**src/include/cam_cfg_pkg.sv**
```systemverilog
package cam_cfg_pkg;

  // ==========================================================
  // address map (field bit 0 is the word's lsb)
  // ==========================================================
  localparam logic [19:0] BASE_PAGE = 20'hF0F00;
  localparam logic [11:0] OFS_EEPROM = 12'hF00;
  localparam logic [11:0] OFS_TEST = 12'hF04;
  localparam logic [11:0] OFS_SENSOR = 12'hF08;
  localparam logic [11:0] OFS_SAMPLER = 12'hF0C;
  localparam logic [11:0] OFS_AE = 12'hF10;
  localparam logic [11:0] OFS_DAC = 12'hF14;
  localparam logic [11:0] OFS_OPTICS = 12'hF18;
  localparam logic [11:0] OFS_STATPIN = 12'hF1C;
  localparam logic [11:0] OFS_FRONTEND = 12'hF20;
  localparam logic [11:0] OFS_MOTOR = 12'hF24;
  localparam logic [11:0] OFS_STATUS = 12'hF28;

  // ==========================================================
  // field layouts, masks and reset values
  // ==========================================================
  localparam logic [31:0] UNLOCK_MAGIC = 32'h12345678;
  localparam int TEST_EN_BIT = 31;
  localparam int POS_W = 6;
  localparam int HORIZ_LSB = 16;
  localparam int RGATE_LSB = 8;
  localparam int SGATE_LSB = 0;
  localparam int CONV_LSB = 24;
  localparam int VSMP_LSB = 8;
  localparam int RSMP_LSB = 0;
  localparam int SENSOR_SEL_LSB = 17;
  localparam logic [31:0] MASK_TEST = 32'h80000000;
  localparam logic [31:0] MASK_SENSOR = 32'h003F3F3F;
  localparam logic [31:0] MASK_SAMPLER = 32'h3F003F3F;
  localparam logic [31:0] RST_ZERO = 32'h00000000;
  localparam logic [31:0] RST_AE = 32'h02009A80; // two settle frames
  localparam logic [31:0] RST_FRONTEND = 32'h00610000;

  // error bands of the exposure loop, in luminance steps
  localparam logic [7:0] FAR_ERR = 8'h30;
  localparam logic [7:0] MOD_ERR = 8'h08;

  // nominal pulse positions per sensor select, order:
  // horizontal, reset gate, shift gate, converter, video, reference
  localparam logic [5:0] NOMINAL [3][6] = '{
    '{6'h04, 6'h08, 6'h0C, 6'h02, 6'h10, 6'h14},
    '{6'h06, 6'h0A, 6'h0E, 6'h03, 6'h12, 6'h16},
    '{6'h05, 6'h09, 6'h0D, 6'h01, 6'h11, 6'h15}
  };

  // colour bar luminance levels, left to right
  localparam logic [7:0] BAR_LEVEL [8] = '{
    8'hEB, 8'hD2, 8'hAA, 8'h91, 8'h6A, 8'h51, 8'h29, 8'h10
  };

  // ==========================================================
  // types
  // ==========================================================
  typedef struct packed {
    logic [7:0] settle;
    logic [7:0] gain_floor;
    logic [4:0] fast_step;
    logic [2:0] mod_step;
    logic [7:0] luma_target;
  } ae_cfg_t;

  typedef struct packed {
    logic [6:0] horiz_phase_two_pos;
    logic [6:0] reset_gate_pos;
    logic [6:0] shift_gate_phase_one_pos;
    logic [6:0] conv_clk_pos;
    logic [6:0] video_sample_pos;
    logic [6:0] reference_sample_pos;
  } pulse_pos_t;

  typedef struct packed {
    logic valid;
    logic write;
    logic [11:0] ofs;
  } ahb_req_t;

  typedef enum logic [0:0] {
    AE_SETTLE = 1'b0,
    AE_RUN = 1'b1
  } ae_state_t;

endpackage

```
**src/rtl/camera_config_register_bank.sv**
```systemverilog
// Summary of operation
// registers decode as byte offsets above one fixed base address
// eeprom unlocked only while unlock word holds the magic pattern
// colour bar bit replaces sensor video with a colour bar pattern
// sensor pulse fields are 6 bits, 00h nominal, 3Fh maximum delay
// sampling pulse fields are 6 bits, 00h nominal, 3Fh maximum delay
// auto exposure waits the settle field's frame count after start-up
// saturation gain floor is the least gain the loop may use
// fast step applies to frames far from target, bigger is faster
// moderate step applies to frames moderately off target
// loop steers average hot-region luminance toward the target field
// sensor select picks the nominal pulse positions
// locked eeprom ignores write requests and keeps its contents
//
// Decided for this implementation: the AHB-Lite slave port.
module camera_config_register_bank #(
  parameter int BAR_SHIFT = 6
) (
  // clock and reset
  input wire logic hclk,
  input wire logic hresetn,
  // ahb-lite slave
  input wire logic hsel,
  input wire logic [31:0] haddr,
  input wire logic [1:0] htrans,
  input wire logic hwrite,
  input wire logic [2:0] hsize,
  input wire logic [31:0] hwdata,
  input wire logic hready,
  output logic hreadyout,
  output logic hresp,
  output logic [31:0] hrdata,
  // eeprom write gate
  input wire logic ee_wr_req,
  output logic ee_wr_grant,
  output logic ee_unlocked,
  // sensor video in and out
  input wire logic pix_valid,
  input wire logic line_start,
  input wire logic [7:0] pix_in,
  output logic pix_out_valid,
  output logic [7:0] pix_out,
  // pulse placement
  output cam_cfg_pkg::pulse_pos_t pulse_pos,
  // exposure loop
  input wire logic frame_done,
  input wire logic [7:0] luma_avg,
  output logic ae_active,
  output logic [7:0] gain,
  // configuration words steering logic outside this bank
  output logic [31:0] dac_offset_word,
  output logic [31:0] optics_word,
  output logic [31:0] status_pin_word,
  output logic [31:0] frontend_word,
  output logic [31:0] motor_word
);

  // ==========================================================
  // bus slave
  // ==========================================================
  cam_cfg_pkg::ahb_req_t req_q;
  logic [31:0] eeprom_q;
  logic [31:0] test_q;
  logic [31:0] sensor_q;
  logic [31:0] sampler_q;
  logic [31:0] ae_q;
  logic [31:0] dac_q;
  logic [31:0] optics_q;
  logic [31:0] statpin_q;
  logic [31:0] frontend_q;
  logic [31:0] motor_q;
  logic unlocked_q;
  logic [31:0] status_word;
  logic wr_en;
  logic hit;

  // zero wait states; single word transfers always answer okay
  assign hreadyout = 1'b1;
  assign hresp = 1'b0;
  assign hit = (haddr[31:12] == cam_cfg_pkg::BASE_PAGE);
  assign wr_en = req_q.valid && req_q.write;

  // capture the address phase; offsets outside the page are dropped
  always_ff @(posedge hclk or negedge hresetn)
  begin
    if (!hresetn)
    begin
      req_q <= '0;
    end
    else if (hready)
    begin
      req_q.valid <= hsel && htrans[1] && hit;
      req_q.write <= hwrite;
      req_q.ofs <= {haddr[11:2], 2'b00};
    end
  end

  // register writes land in the data phase
  always_ff @(posedge hclk or negedge hresetn)
  begin
    if (!hresetn)
    begin
      eeprom_q <= cam_cfg_pkg::RST_ZERO;
      test_q <= cam_cfg_pkg::RST_ZERO;
      sensor_q <= cam_cfg_pkg::RST_ZERO;
      sampler_q <= cam_cfg_pkg::RST_ZERO;
      ae_q <= cam_cfg_pkg::RST_AE;
      dac_q <= cam_cfg_pkg::RST_ZERO;
      optics_q <= cam_cfg_pkg::RST_ZERO;
      statpin_q <= cam_cfg_pkg::RST_ZERO;
      frontend_q <= cam_cfg_pkg::RST_FRONTEND;
      motor_q <= cam_cfg_pkg::RST_ZERO;
    end
    else if (wr_en)
    begin
      case (req_q.ofs)
        cam_cfg_pkg::OFS_EEPROM: eeprom_q <= hwdata;
        cam_cfg_pkg::OFS_TEST: test_q <= hwdata & cam_cfg_pkg::MASK_TEST;
        cam_cfg_pkg::OFS_SENSOR:
          sensor_q <= hwdata & cam_cfg_pkg::MASK_SENSOR;
        cam_cfg_pkg::OFS_SAMPLER:
          sampler_q <= hwdata & cam_cfg_pkg::MASK_SAMPLER;
        cam_cfg_pkg::OFS_AE: ae_q <= hwdata;
        cam_cfg_pkg::OFS_DAC: dac_q <= hwdata;
        cam_cfg_pkg::OFS_OPTICS: optics_q <= hwdata;
        cam_cfg_pkg::OFS_STATPIN: statpin_q <= hwdata;
        cam_cfg_pkg::OFS_FRONTEND: frontend_q <= hwdata;
        cam_cfg_pkg::OFS_MOTOR: motor_q <= hwdata;
        default: ;
      endcase
    end
  end

  // the full word must match; any other value relocks at once
  always_ff @(posedge hclk or negedge hresetn)
  begin
    if (!hresetn)
    begin
      unlocked_q <= 1'b0;
    end
    else if (wr_en && req_q.ofs == cam_cfg_pkg::OFS_EEPROM)
    begin
      unlocked_q <= (hwdata == cam_cfg_pkg::UNLOCK_MAGIC);
    end
  end

  // read mux over flops; unmapped offsets read zero
  always_comb
  begin
    hrdata = 32'h00000000;
    if (req_q.valid && !req_q.write)
    begin
      case (req_q.ofs)
        cam_cfg_pkg::OFS_EEPROM: hrdata = eeprom_q;
        cam_cfg_pkg::OFS_TEST: hrdata = test_q;
        cam_cfg_pkg::OFS_SENSOR: hrdata = sensor_q;
        cam_cfg_pkg::OFS_SAMPLER: hrdata = sampler_q;
        cam_cfg_pkg::OFS_AE: hrdata = ae_q;
        cam_cfg_pkg::OFS_DAC: hrdata = dac_q;
        cam_cfg_pkg::OFS_OPTICS: hrdata = optics_q;
        cam_cfg_pkg::OFS_STATPIN: hrdata = statpin_q;
        cam_cfg_pkg::OFS_FRONTEND: hrdata = frontend_q;
        cam_cfg_pkg::OFS_MOTOR: hrdata = motor_q;
        cam_cfg_pkg::OFS_STATUS: hrdata = status_word;
        default: hrdata = 32'h00000000;
      endcase
    end
  end

  assign dac_offset_word = dac_q;
  assign optics_word = optics_q;
  assign status_pin_word = statpin_q;
  assign frontend_word = frontend_q;
  assign motor_word = motor_q;

  // ==========================================================
  // eeprom write gate
  // ==========================================================
  // requests while locked are simply not granted, so nothing is stored
  assign ee_wr_grant = ee_wr_req && unlocked_q;
  assign ee_unlocked = unlocked_q;

  // ==========================================================
  // pulse placement
  // ==========================================================
  logic [2:0] sensor_sel;
  logic [1:0] sel_idx;
  logic [5:0] delay [6];
  logic [6:0] pos [6];

  assign sensor_sel = frontend_q[cam_cfg_pkg::SENSOR_SEL_LSB +: 3];
  // unlisted select codes fall back to the first sensor type
  assign sel_idx = (sensor_sel > 3'h2) ? 2'h0 : sensor_sel[1:0];
  assign delay[0] = sensor_q[cam_cfg_pkg::HORIZ_LSB +: cam_cfg_pkg::POS_W];
  assign delay[1] = sensor_q[cam_cfg_pkg::RGATE_LSB +: cam_cfg_pkg::POS_W];
  assign delay[2] = sensor_q[cam_cfg_pkg::SGATE_LSB +: cam_cfg_pkg::POS_W];
  assign delay[3] = sampler_q[cam_cfg_pkg::CONV_LSB +: cam_cfg_pkg::POS_W];
  assign delay[4] = sampler_q[cam_cfg_pkg::VSMP_LSB +: cam_cfg_pkg::POS_W];
  assign delay[5] = sampler_q[cam_cfg_pkg::RSMP_LSB +: cam_cfg_pkg::POS_W];

  // position = nominal for the sensor plus the programmed delay
  for (genvar i = 0; i < 6; i++)
  begin : g_pos
    always_ff @(posedge hclk or negedge hresetn)
    begin
      if (!hresetn)
      begin
        pos[i] <= 7'h00;
      end
      else
      begin
        pos[i] <= {1'b0, cam_cfg_pkg::NOMINAL[sel_idx][i]}
          + {1'b0, delay[i]};
      end
    end
  end

  assign pulse_pos = {pos[0], pos[1], pos[2], pos[3], pos[4], pos[5]};

  // ==========================================================
  // colour bar generator
  // ==========================================================
  logic [9:0] pix_cnt_q;
  logic [2:0] bar_idx;

  assign bar_idx = pix_cnt_q[BAR_SHIFT +: 3];

  // pixel position along the line, restarted by each line start
  always_ff @(posedge hclk or negedge hresetn)
  begin
    if (!hresetn)
    begin
      pix_cnt_q <= 10'h000;
    end
    else if (line_start)
    begin
      pix_cnt_q <= 10'h000;
    end
    else if (pix_valid)
    begin
      pix_cnt_q <= pix_cnt_q + 10'h001;
    end
  end

  // the pattern keeps the sensor's pixel timing, only data is swapped
  always_ff @(posedge hclk or negedge hresetn)
  begin
    if (!hresetn)
    begin
      pix_out <= 8'h00;
      pix_out_valid <= 1'b0;
    end
    else
    begin
      pix_out_valid <= pix_valid;
      if (test_q[cam_cfg_pkg::TEST_EN_BIT])
        pix_out <= cam_cfg_pkg::BAR_LEVEL[bar_idx];
      else
        pix_out <= pix_in;
    end
  end

  // ==========================================================
  // auto exposure loop
  // ==========================================================
  cam_cfg_pkg::ae_cfg_t ae_cfg;
  cam_cfg_pkg::ae_state_t ae_state_q;
  logic [7:0] settle_cnt_q;
  logic [7:0] gain_q;
  logic [7:0] err;
  logic [7:0] step;
  logic [8:0] up;
  logic [8:0] dn;
  logic [7:0] gain_d;

  assign ae_cfg = cam_cfg_pkg::ae_cfg_t'(ae_q);

  // settle frames counted from reset before the loop may act
  always_ff @(posedge hclk or negedge hresetn)
  begin
    if (!hresetn)
    begin
      ae_state_q <= cam_cfg_pkg::AE_SETTLE;
      settle_cnt_q <= 8'h00;
    end
    else
    begin
      case (ae_state_q)
        cam_cfg_pkg::AE_SETTLE:
        begin
          if (settle_cnt_q >= ae_cfg.settle)
            ae_state_q <= cam_cfg_pkg::AE_RUN;
          else if (frame_done)
            settle_cnt_q <= settle_cnt_q + 8'h01;
        end
        cam_cfg_pkg::AE_RUN: ae_state_q <= cam_cfg_pkg::AE_RUN;
        default: ae_state_q <= cam_cfg_pkg::AE_SETTLE;
      endcase
    end
  end

  // step size picked by how far this frame is from target
  always_comb
  begin
    err = (luma_avg > ae_cfg.luma_target) ?
      luma_avg - ae_cfg.luma_target : ae_cfg.luma_target - luma_avg;
    if (err > cam_cfg_pkg::FAR_ERR)
      step = {3'b000, ae_cfg.fast_step};
    else if (err > cam_cfg_pkg::MOD_ERR)
      step = {5'b00000, ae_cfg.mod_step};
    else
      step = 8'h00;
    up = {1'b0, gain_q} + {1'b0, step};
    dn = {1'b0, gain_q} - {1'b0, step};
    // dark frames raise gain, bright frames lower it
    if (luma_avg < ae_cfg.luma_target)
      gain_d = up[8] ? 8'hFF : up[7:0];
    else
      gain_d = dn[8] ? 8'h00 : dn[7:0];
    // never below the saturation floor
    if (gain_d < ae_cfg.gain_floor)
      gain_d = ae_cfg.gain_floor;
  end

  always_ff @(posedge hclk or negedge hresetn)
  begin
    if (!hresetn)
    begin
      gain_q <= 8'h00;
    end
    else if (ae_state_q == cam_cfg_pkg::AE_RUN && frame_done)
    begin
      gain_q <= gain_d;
    end
  end

  assign ae_active = (ae_state_q == cam_cfg_pkg::AE_RUN);
  assign gain = gain_q;
  assign status_word = {unlocked_q, ae_active, 6'h00, settle_cnt_q,
                        gain_q, 8'h00};

endmodule

```
**config.mk**
```make
export PLATFORM = sky130hd
export DESIGN_NAME = camera_config_register_bank
export DESIGN_NICKNAME = d
export VERILOG_FILES = /design/src/include/cam_cfg_pkg.sv /design/src/rtl/camera_config_register_bank.sv
export SDC_FILE = /design/constraint.sdc
export NUM_CORES = 1
export LEC_CHECK = 0
export BUFFER_PORTS_ARGS = -buffer_cell sky130_fd_sc_hd__buf_4
export CAP_MARGIN = 30
export CORE_ASPECT_RATIO = 0.5
export CORE_MARGIN = 3
export CORE_UTILIZATION = 40
export CTS_CLUSTER_DIAMETER = 150
export DETAILED_ROUTE_END_ITERATION = 16
export PLACE_DENSITY = 0.72
export SLEW_MARGIN = 25
export SYNTH_ARGS = -nofsm -noshare
export SYNTH_HDL_FRONTEND = slang
export SYNTH_SLANG_ARGS = --single-unit
```
**constraint.sdc**
```tcl
create_clock -name hclk -period 6.9 [get_ports hclk]
set_input_delay 1.38 -clock hclk [delete_from_list [all_inputs] [get_ports hclk]]
set_output_delay 1.38 -clock hclk [all_outputs]
set_load 0.02 [all_outputs]
```
### Yosys cells after proc, flatten, opt, wreduce, memory -nomap -nowiden

Memories as Yosys holds them, arrays and structs flattened.
Index checks and enable logic that the tools add are counted.

| word-level totals | value |
|---|---|
| register bits | 352 |
| ROM bits | 64 |
| input bits | 94 |
| output and inout bits | 256 |
| memories | 1 |

| cells by class | value |
|---|---|
| $add $sub $neg | 12 |
| magnitude comparators | 9 |
| equality and inequality tests | 13 |
| multiplexer cells | 20 |
| bitwise operators | 4 |
| reductions and logical operators | 20 |

Memories:

| memory | words | bits a word | rd ports | clocked after Yosys merged registers in | write ports | RTL line | text |
|---|---|---|---|---|---|---|---|
| (no name shown) | 8 | 8 | 1 | 0 | 0 | camera_config_register_bank.sv:257 | `pix_out <= cam_cfg_pkg::BAR_LEVEL[bar_idx];` |

Operators by type and width:

| kind | number |
|---|---|
| one-hot mux 32 bit (11 select lines) | 1 |
| == test 10 bit (second input constant) | 11 |
| binary-select mux 36 bit (select 2 bit) | 1 |
| 2-to-1 mux 36 bit | 2 |
| 2-to-1 mux 8 bit | 8 |
| adder 6 x 6 -> 7 bit | 6 |
| == test 32 x 29 -> 1 bit (second input constant) | 1 |
| 2-to-1 mux 32 bit | 1 |
| == test 20 bit (second input constant) | 1 |
| 2-to-1 mux 10 bit | 2 |
| AND reduction 2 bit | 10 |
| less-than comparator 8 bit | 2 |
| subtractor 8 bit | 2 |
| adder 10 x 1 -> 10 bit (second input constant) | 1 |
| adder 8 x 8 -> 9 bit | 1 |
| subtractor 8 x 8 -> 9 bit | 1 |
| adder 8 x 1 -> 8 bit (second input constant) | 1 |
| >= comparator 8 bit | 1 |
| > comparator 8 x 4 -> 1 bit (second input constant) | 1 |
| > comparator 8 x 6 -> 1 bit (second input constant) | 1 |
| > comparator 8 bit | 1 |
| logical AND 1 bit | 7 |
| 2-to-1 mux 5 bit | 1 |
| >= comparator 4 bit (second input constant) | 1 |
| 12 further kinds | 13 |

### Depth between registers and ports, before layout

| logic depth | value |
|---|---|
| depth in word-level cells | 10 |
| depth in mapped cells | 30 |

### Worst setup path after synthesis

Ideal clock, no wire load.

| timing path | value |
|---|---|
| path type | input to register |
| from | input port luma_avg[0] |
| to | register gain_q[1] (netlist: gain[1]) |
| library setup time | 0.130 ns |
| arrival | 7.090 ns |
| required time | 6.770 ns |
| slack | -0.320 ns |
| cell stages on the path | 28 |
| cells stage by stage | inv_1 -> ha_1 -> fa_1 -> nand3b_1 -> a21oi_2 -> o21ai_4 -> or4b_1 -> a22oi_2 -> a211oi_2 -> o311ai_4 -> mux2_2 -> ha_1 -> fa_1 -> o21bai_1 -> a21oi_1 -> nor2_1 -> nor2_1 -> o311ai_0 -> o21ai_0 -> nand2_1 -> ha_1 -> a21oi_1 -> nor2_1 -> a211oi_1 -> nand3b_1 -> o21ai_2 -> mux2i_1 -> a21oi_1 |

| on the way | value |
|---|---|
| longest elaborated chain between the ends | 10 |
| elaborated cells on any way between the ends | 16 |

Ends and longest elaborated chain:

| what | RTL line | text |
|---|---|---|
| start: declaration | camera_config_register_bank.sv:47 | `input wire logic [7:0] luma_avg,` |
| subtractor 8 bit or > comparator 8 bit (tied branches) | camera_config_register_bank.sv:306, camera_config_register_bank.sv:305 |  |
| 2-to-1 mux 8 bit | camera_config_register_bank.sv:305 | `err = (luma_avg > ae_cfg.luma_target) ?` |
| > comparator 8 x 4 -> 1 bit | camera_config_register_bank.sv:309 | `else if (err > cam_cfg_pkg::MOD_ERR)` |
| 2-to-1 mux 3 bit | camera_config_register_bank.sv:309 |  |
| 2-to-1 mux 5 bit | camera_config_register_bank.sv:307 | `if (err > cam_cfg_pkg::FAR_ERR)` |
| subtractor 8 x 8 -> 9 bit or adder 8 x 8 -> 9 bit (tied branches) | camera_config_register_bank.sv:314, camera_config_register_bank.sv:313 |  |
| 2-to-1 mux 8 bit (on tied branches) | camera_config_register_bank.sv:319, camera_config_register_bank.sv:317 |  |
| 2-to-1 mux 8 bit (*) | camera_config_register_bank.sv:316 | `if (luma_avg < ae_cfg.luma_target)` |
| less-than comparator 8 bit | camera_config_register_bank.sv:321 | `if (gain_d < ae_cfg.gain_floor)` |
| 2-to-1 mux 8 bit (*) | camera_config_register_bank.sv:321 |  |
| end signal: assignment | camera_config_register_bank.sv:333 | `gain_q <= gain_d;` |
| end: declaration | camera_config_register_bank.sv:269 | `logic [7:0] gain_q;` |

Mark *: on every way between the ends. The rest lies on a longest branch, timed or not.
A chain may end at the register's enable or synchronous reset.

### Worst setup path in the final report

Ends and elaborated chain as after synthesis.

==> impl_metrics.xml <==
<?xml version="1.0" encoding="UTF-8"?>
<metrics>
  <group name="run_status">
    <metric name="outcome" unit="">finished with violations</metric>
    <metric name="violations" unit="">negative setup slack</metric>
  </group>
  <group name="grt">
    <metric name="globalRouteOverflowTotal" unit="">0</metric>
    <metric name="grt_max_degree" unit="">172</metric>
    <metric name="number_of_global_route_vias_before_repair" unit="">13700</metric>
    <metric name="grt_usage" unit="">0.244</metric>
    <metric name="antenna_found_initial" unit="">1</metric>
    <metric name="grt_first_pass_wirelength" unit="mm">86.3</metric>
  </group>
  <group name="power_and_ir_drop">
    <metric name="p_leak" unit="uW">0.0110</metric>
    <metric name="ir_drop" unit="mV">0.162</metric>
    <metric name="cellPowerDensity" unit="nW/um2">200</metric>
  </group>
  <group name="floorplanning">
    <metric name="floorplan.rows" unit="">52</metric>
    <metric name="floorplan.die_area" unit="um2">45600</metric>
    <metric name="floorplan.initialDensity" unit="">0.415</metric>
    <metric name="die_height" unit="um">153</metric>
    <metric name="core_area" unit="um2">41400</metric>
    <metric name="io_pins" unit="">350</metric>
    <metric name="die_span_x" unit="um">299</metric>
  </group>
  <group name="job">
    <metric name="drv_cap" unit="">0</metric>
  </group>
  <group name="finish">
    <metric name="n_antenna_cell" unit="">0</metric>
    <metric name="final_cell_area" unit="um2">22500</metric>
    <metric name="mostFrequentLayoutCell" unit="">buf_4</metric>
    <metric name="layout.core_utilization" unit="">0.544</metric>
    <metric name="design.final.nets" unit="">1959</metric>
    <metric name="most-common-layout-cells" unit="">buf_4, dfrtp_1, mux2_2, nand2_1, inv_1</metric>
    <metric name="layoutNonFillerInstCount" unit="">2378</metric>
    <metric name="flow.area_growth_from_synthesis" unit="%">31.0</metric>
    <metric name="fraction_of_final_layout_cells_with_drive_strength_greater_than_1" unit="">0.449</metric>
  </group>
  <group name="critical_path">
    <metric name="reg2reg_to" unit="">gain[1]$_DFFE_PN0P_</metric>
    <metric name="largest_fanout_on_the_critical_path" unit="">5</metric>
    <metric name="rr_worst_depth" unit="">29</metric>
    <metric name="cp_slowest_cell" unit="">or4_4</metric>
    <metric name="worstSetupPathType" unit="">in2reg</metric>
    <metric name="timing.critical_path.max_delay_family" unit="">compound AO/OA/AOI/OAI gates</metric>
    <metric name="crit-reg2reg-launch" unit="">ae_cfg[7]$_DFFE_PN1P_</metric>
    <metric name="cp_num_buf_inv" unit="">4</metric>
    <metric name="reg2reg_slack" unit="ns">0.39</metric>
    <metric name="cp_data_required_time" unit="ns">7.30</metric>
    <metric name="startpoint_type" unit="">primary input</metric>
    <metric name="crit_path_max_incr_delay" unit="ns">0.53</metric>
    <metric name="timing.critical_path.arrival" unit="ns">7.31</metric>
    <metric name="worst_setup_path_end_kind" unit="">flip-flop</metric>
  </group>
  <group name="synth">
    <metric name="dominantRegCellSynth" unit="">dfrtp_1</metric>
    <metric name="synth_cell_types" unit="">73</metric>
    <metric name="postSynth.asyncResetShare" unit="">1.00</metric>
    <metric name="synth_sequential_area_ratio" unit="">0.512</metric>
    <metric name="synth-edff-count" unit="">0</metric>
    <metric name="register_bit_count_reported_by_yosys" unit="">351</metric>
    <metric name="yosysWarningCount" unit="">0</metric>
    <metric name="synth.net_count" unit="">1585</metric>
    <metric name="postSynthCellCount" unit="">1412</metric>
    <metric name="mappedNetlistArea" unit="um2">17200</metric>
    <metric name="mean_syn_cell_area" unit="um2">12.2</metric>
  </group>
  <group name="clock_tree">
    <metric name="clk_path_buf_depth" unit="">3</metric>
    <metric name="cts_root_buffer" unit="">clkbuf_16</metric>
    <metric name="cts.reportedPaths.clkPinSlew" unit="ns">0.06</metric>
    <metric name="h_tree_depth" unit="">2</metric>
    <metric name="tritoncts.num_buffers" unit="">35</metric>
    <metric name="tritoncts" unit="">yes</metric>
    <metric name="clock-sinks" unit="">351</metric>
    <metric name="insertion_delay" unit="ns">0.53</metric>
  </group>
  <group name="worst_hold_path">
    <metric name="worst_min_delay_path_startpoint" unit="">eeprom_q[22]$_DFFE_PN0P_</metric>
    <metric name="worst_hold_path.num_cells" unit="">1</metric>
    <metric name="holdCritPathClass" unit="">reg2reg</metric>
    <metric name="worstHoldEndpoint" unit="">eeprom_q[22]$_DFFE_PN0P_</metric>
  </group>
  <group name="placed_design">
    <metric name="io_buffers" unit="">341</metric>
    <metric name="postPlaceCellArea" unit="um2">21000</metric>
    <metric name="pre_cts_ws" unit="ns">-0.722</metric>
    <metric name="post-place-cells" unit="">2301</metric>
    <metric name="place.gp.congestion" unit="">0.922</metric>
    <metric name="hpwl" unit="mm">40.6</metric>
  </group>
  <group name="sta">
    <metric name="worst_slew_pin_slew" unit="ns">1.02</metric>
    <metric name="final_critical_path_setup_slack" unit="ns">-0.00828</metric>
    <metric name="slew-limit-headroom" unit="">0.321</metric>
    <metric name="drv_slew" unit="">0</metric>
    <metric name="rsz0062_at_grt" unit="">yes</metric>
    <metric name="finalSetupViolations" unit="">1</metric>
    <metric name="post-route-min-period" unit="ns">6.91</metric>
    <metric name="finalClockSkew" unit="ns">0.0141</metric>
    <metric name="fin_crit_sh" unit="">1.00</metric>
    <metric name="fin_setup_tns" unit="ns">-0.00828</metric>
    <metric name="finalHoldViolations" unit="">0</metric>
    <metric name="fmax" unit="GHz">0.145</metric>
  </group>
  <group name="routing">
    <metric name="final_routed_wirelength" unit="mm">57.3</metric>
    <metric name="drcViolationCount" unit="">0</metric>
    <metric name="drt_pass1_iterations" unit="">8</metric>
    <metric name="dr_total_vias" unit="">13700</metric>
    <metric name="vias_per_cell" unit="">5.77</metric>
    <metric name="wire_per_inst" unit="um">24.1</metric>
    <metric name="dr.first_iter.drc_count" unit="">1596</metric>
    <metric name="drt.antenna.violating_nets" unit="">0</metric>
  </group>
</metrics>
## Yosys cell counts (all sizes together) (19+ instances only)
master	n	area, um2
a21oi	34	174
mux2	258	2910
o21ai	54	297
a31oi	37	231
clkbuf	56	210
a22oi	30	230
a222oi	49	490
a22o	19	166
inv	67	251
buf	28	140
dfrtp	342	8560
xnor2	24	210
nand2	68	255
nor2	50	188
ha	69	863
a221oi	20	175
## logic make-up after synthesis
family,after synthesis,synth area share
flops,351,0.512
compound gates,291,0.126
mux,272,0.177
simple gates,226,0.0667
buf+inv,151,0.0350
fa+ha+maj,79,0.0619
xor+xnor,40,0.0204
other cells,2,0.000437
## final cells by class
| class | instances | area (um2) |
|---|---|---|
| sequential | 351 | 8790 |
| tap | 567 | 709 |
| clock inverter | 7 | 88.8 |
| inverter | 67 | 264 |
| timing repair buffer | 421 | 3430 |
| fill | 3538 | 18900 |
| clock buffer | 55 | 1060 |
| multi-input combinational | 910 | 8150 |
## what timing repair did
item	in CTS	in global routing
pin swaps	5	41
gates resized for setup	6	43
hold buffers	0	0
setup buffers	3	10
endpoints found under the setup margin	7	8
## state kept, by name (all words and copies together), names as in the netlist, 8 cells and up
| name | count |
|---|---|
| pulse_pos | 42 |
| ae_cfg | 32 |
| dac_offset_word | 32 |
| eeprom_q | 32 |
| frontend_word | 32 |
| motor_word | 32 |
| optics_word | 32 |
| status_pin_word | 32 |
| sampler_q | 18 |
| sensor_q | 18 |
| req_q | 12 |
| pix_cnt_q | 9 |
| gain | 8 |
| pix_out | 8 |
| settle_cnt_q | 8 |
## per-layer routing
layer / track usage / vias to the layer above / part of all wire
li1: - / 5974 / -
met1: 0.324 / 7076 / 0.40
met2: 0.406 / 549 / 0.49
met3: 0.0419 / 117 / 0.072
met4: 0.0856 / 2 / 0.035
met5: 0 / - / 0.00023
## per-stage QoR
stage / hold WS (ns) / power (uW)
2_1_floorplan: 0.466 / 2360
3_3_place_gp: 0.489 / 2550
3_5_place_dp: 0.496 / 2560
4_1_cts: 0.510 / 4500
5_1_grt: 0.517 / 4650
6_report: 0.507 / 4490
## worst max-delay path by stage
stage	startpoint	cells past startpoint	slack (ns)	endpoint
4_1_cts	luma_avg[0]	31	0.03	gain[5]$_DFFE_PN0P_
6_report	luma_avg[0]	29	-0.008	gain[1]$_DFFE_PN0P_
2_1_floorplan	luma_avg[0]	27	-0.10	gain[1]$_DFFE_PN0P_
5_1_grt	luma_avg[0]	34	-0.20	gain[1]$_DFFE_PN0P_
3_3_place_gp	luma_avg[0]	30	-0.55	gain[2]$_DFFE_PN0P_
3_5_place_dp	luma_avg[0]	30	-0.72	gain[1]$_DFFE_PN0P_
## where the power goes
part	total, uW	switching [uW]	internal, uW	leakage [uW]
clock	1950	812	1140	0.000567
combinational	366	202	164	0.00582
sequential	2180	71.5	2110	0.00457
No activity file was read; power rests on OpenSTA's default activity.
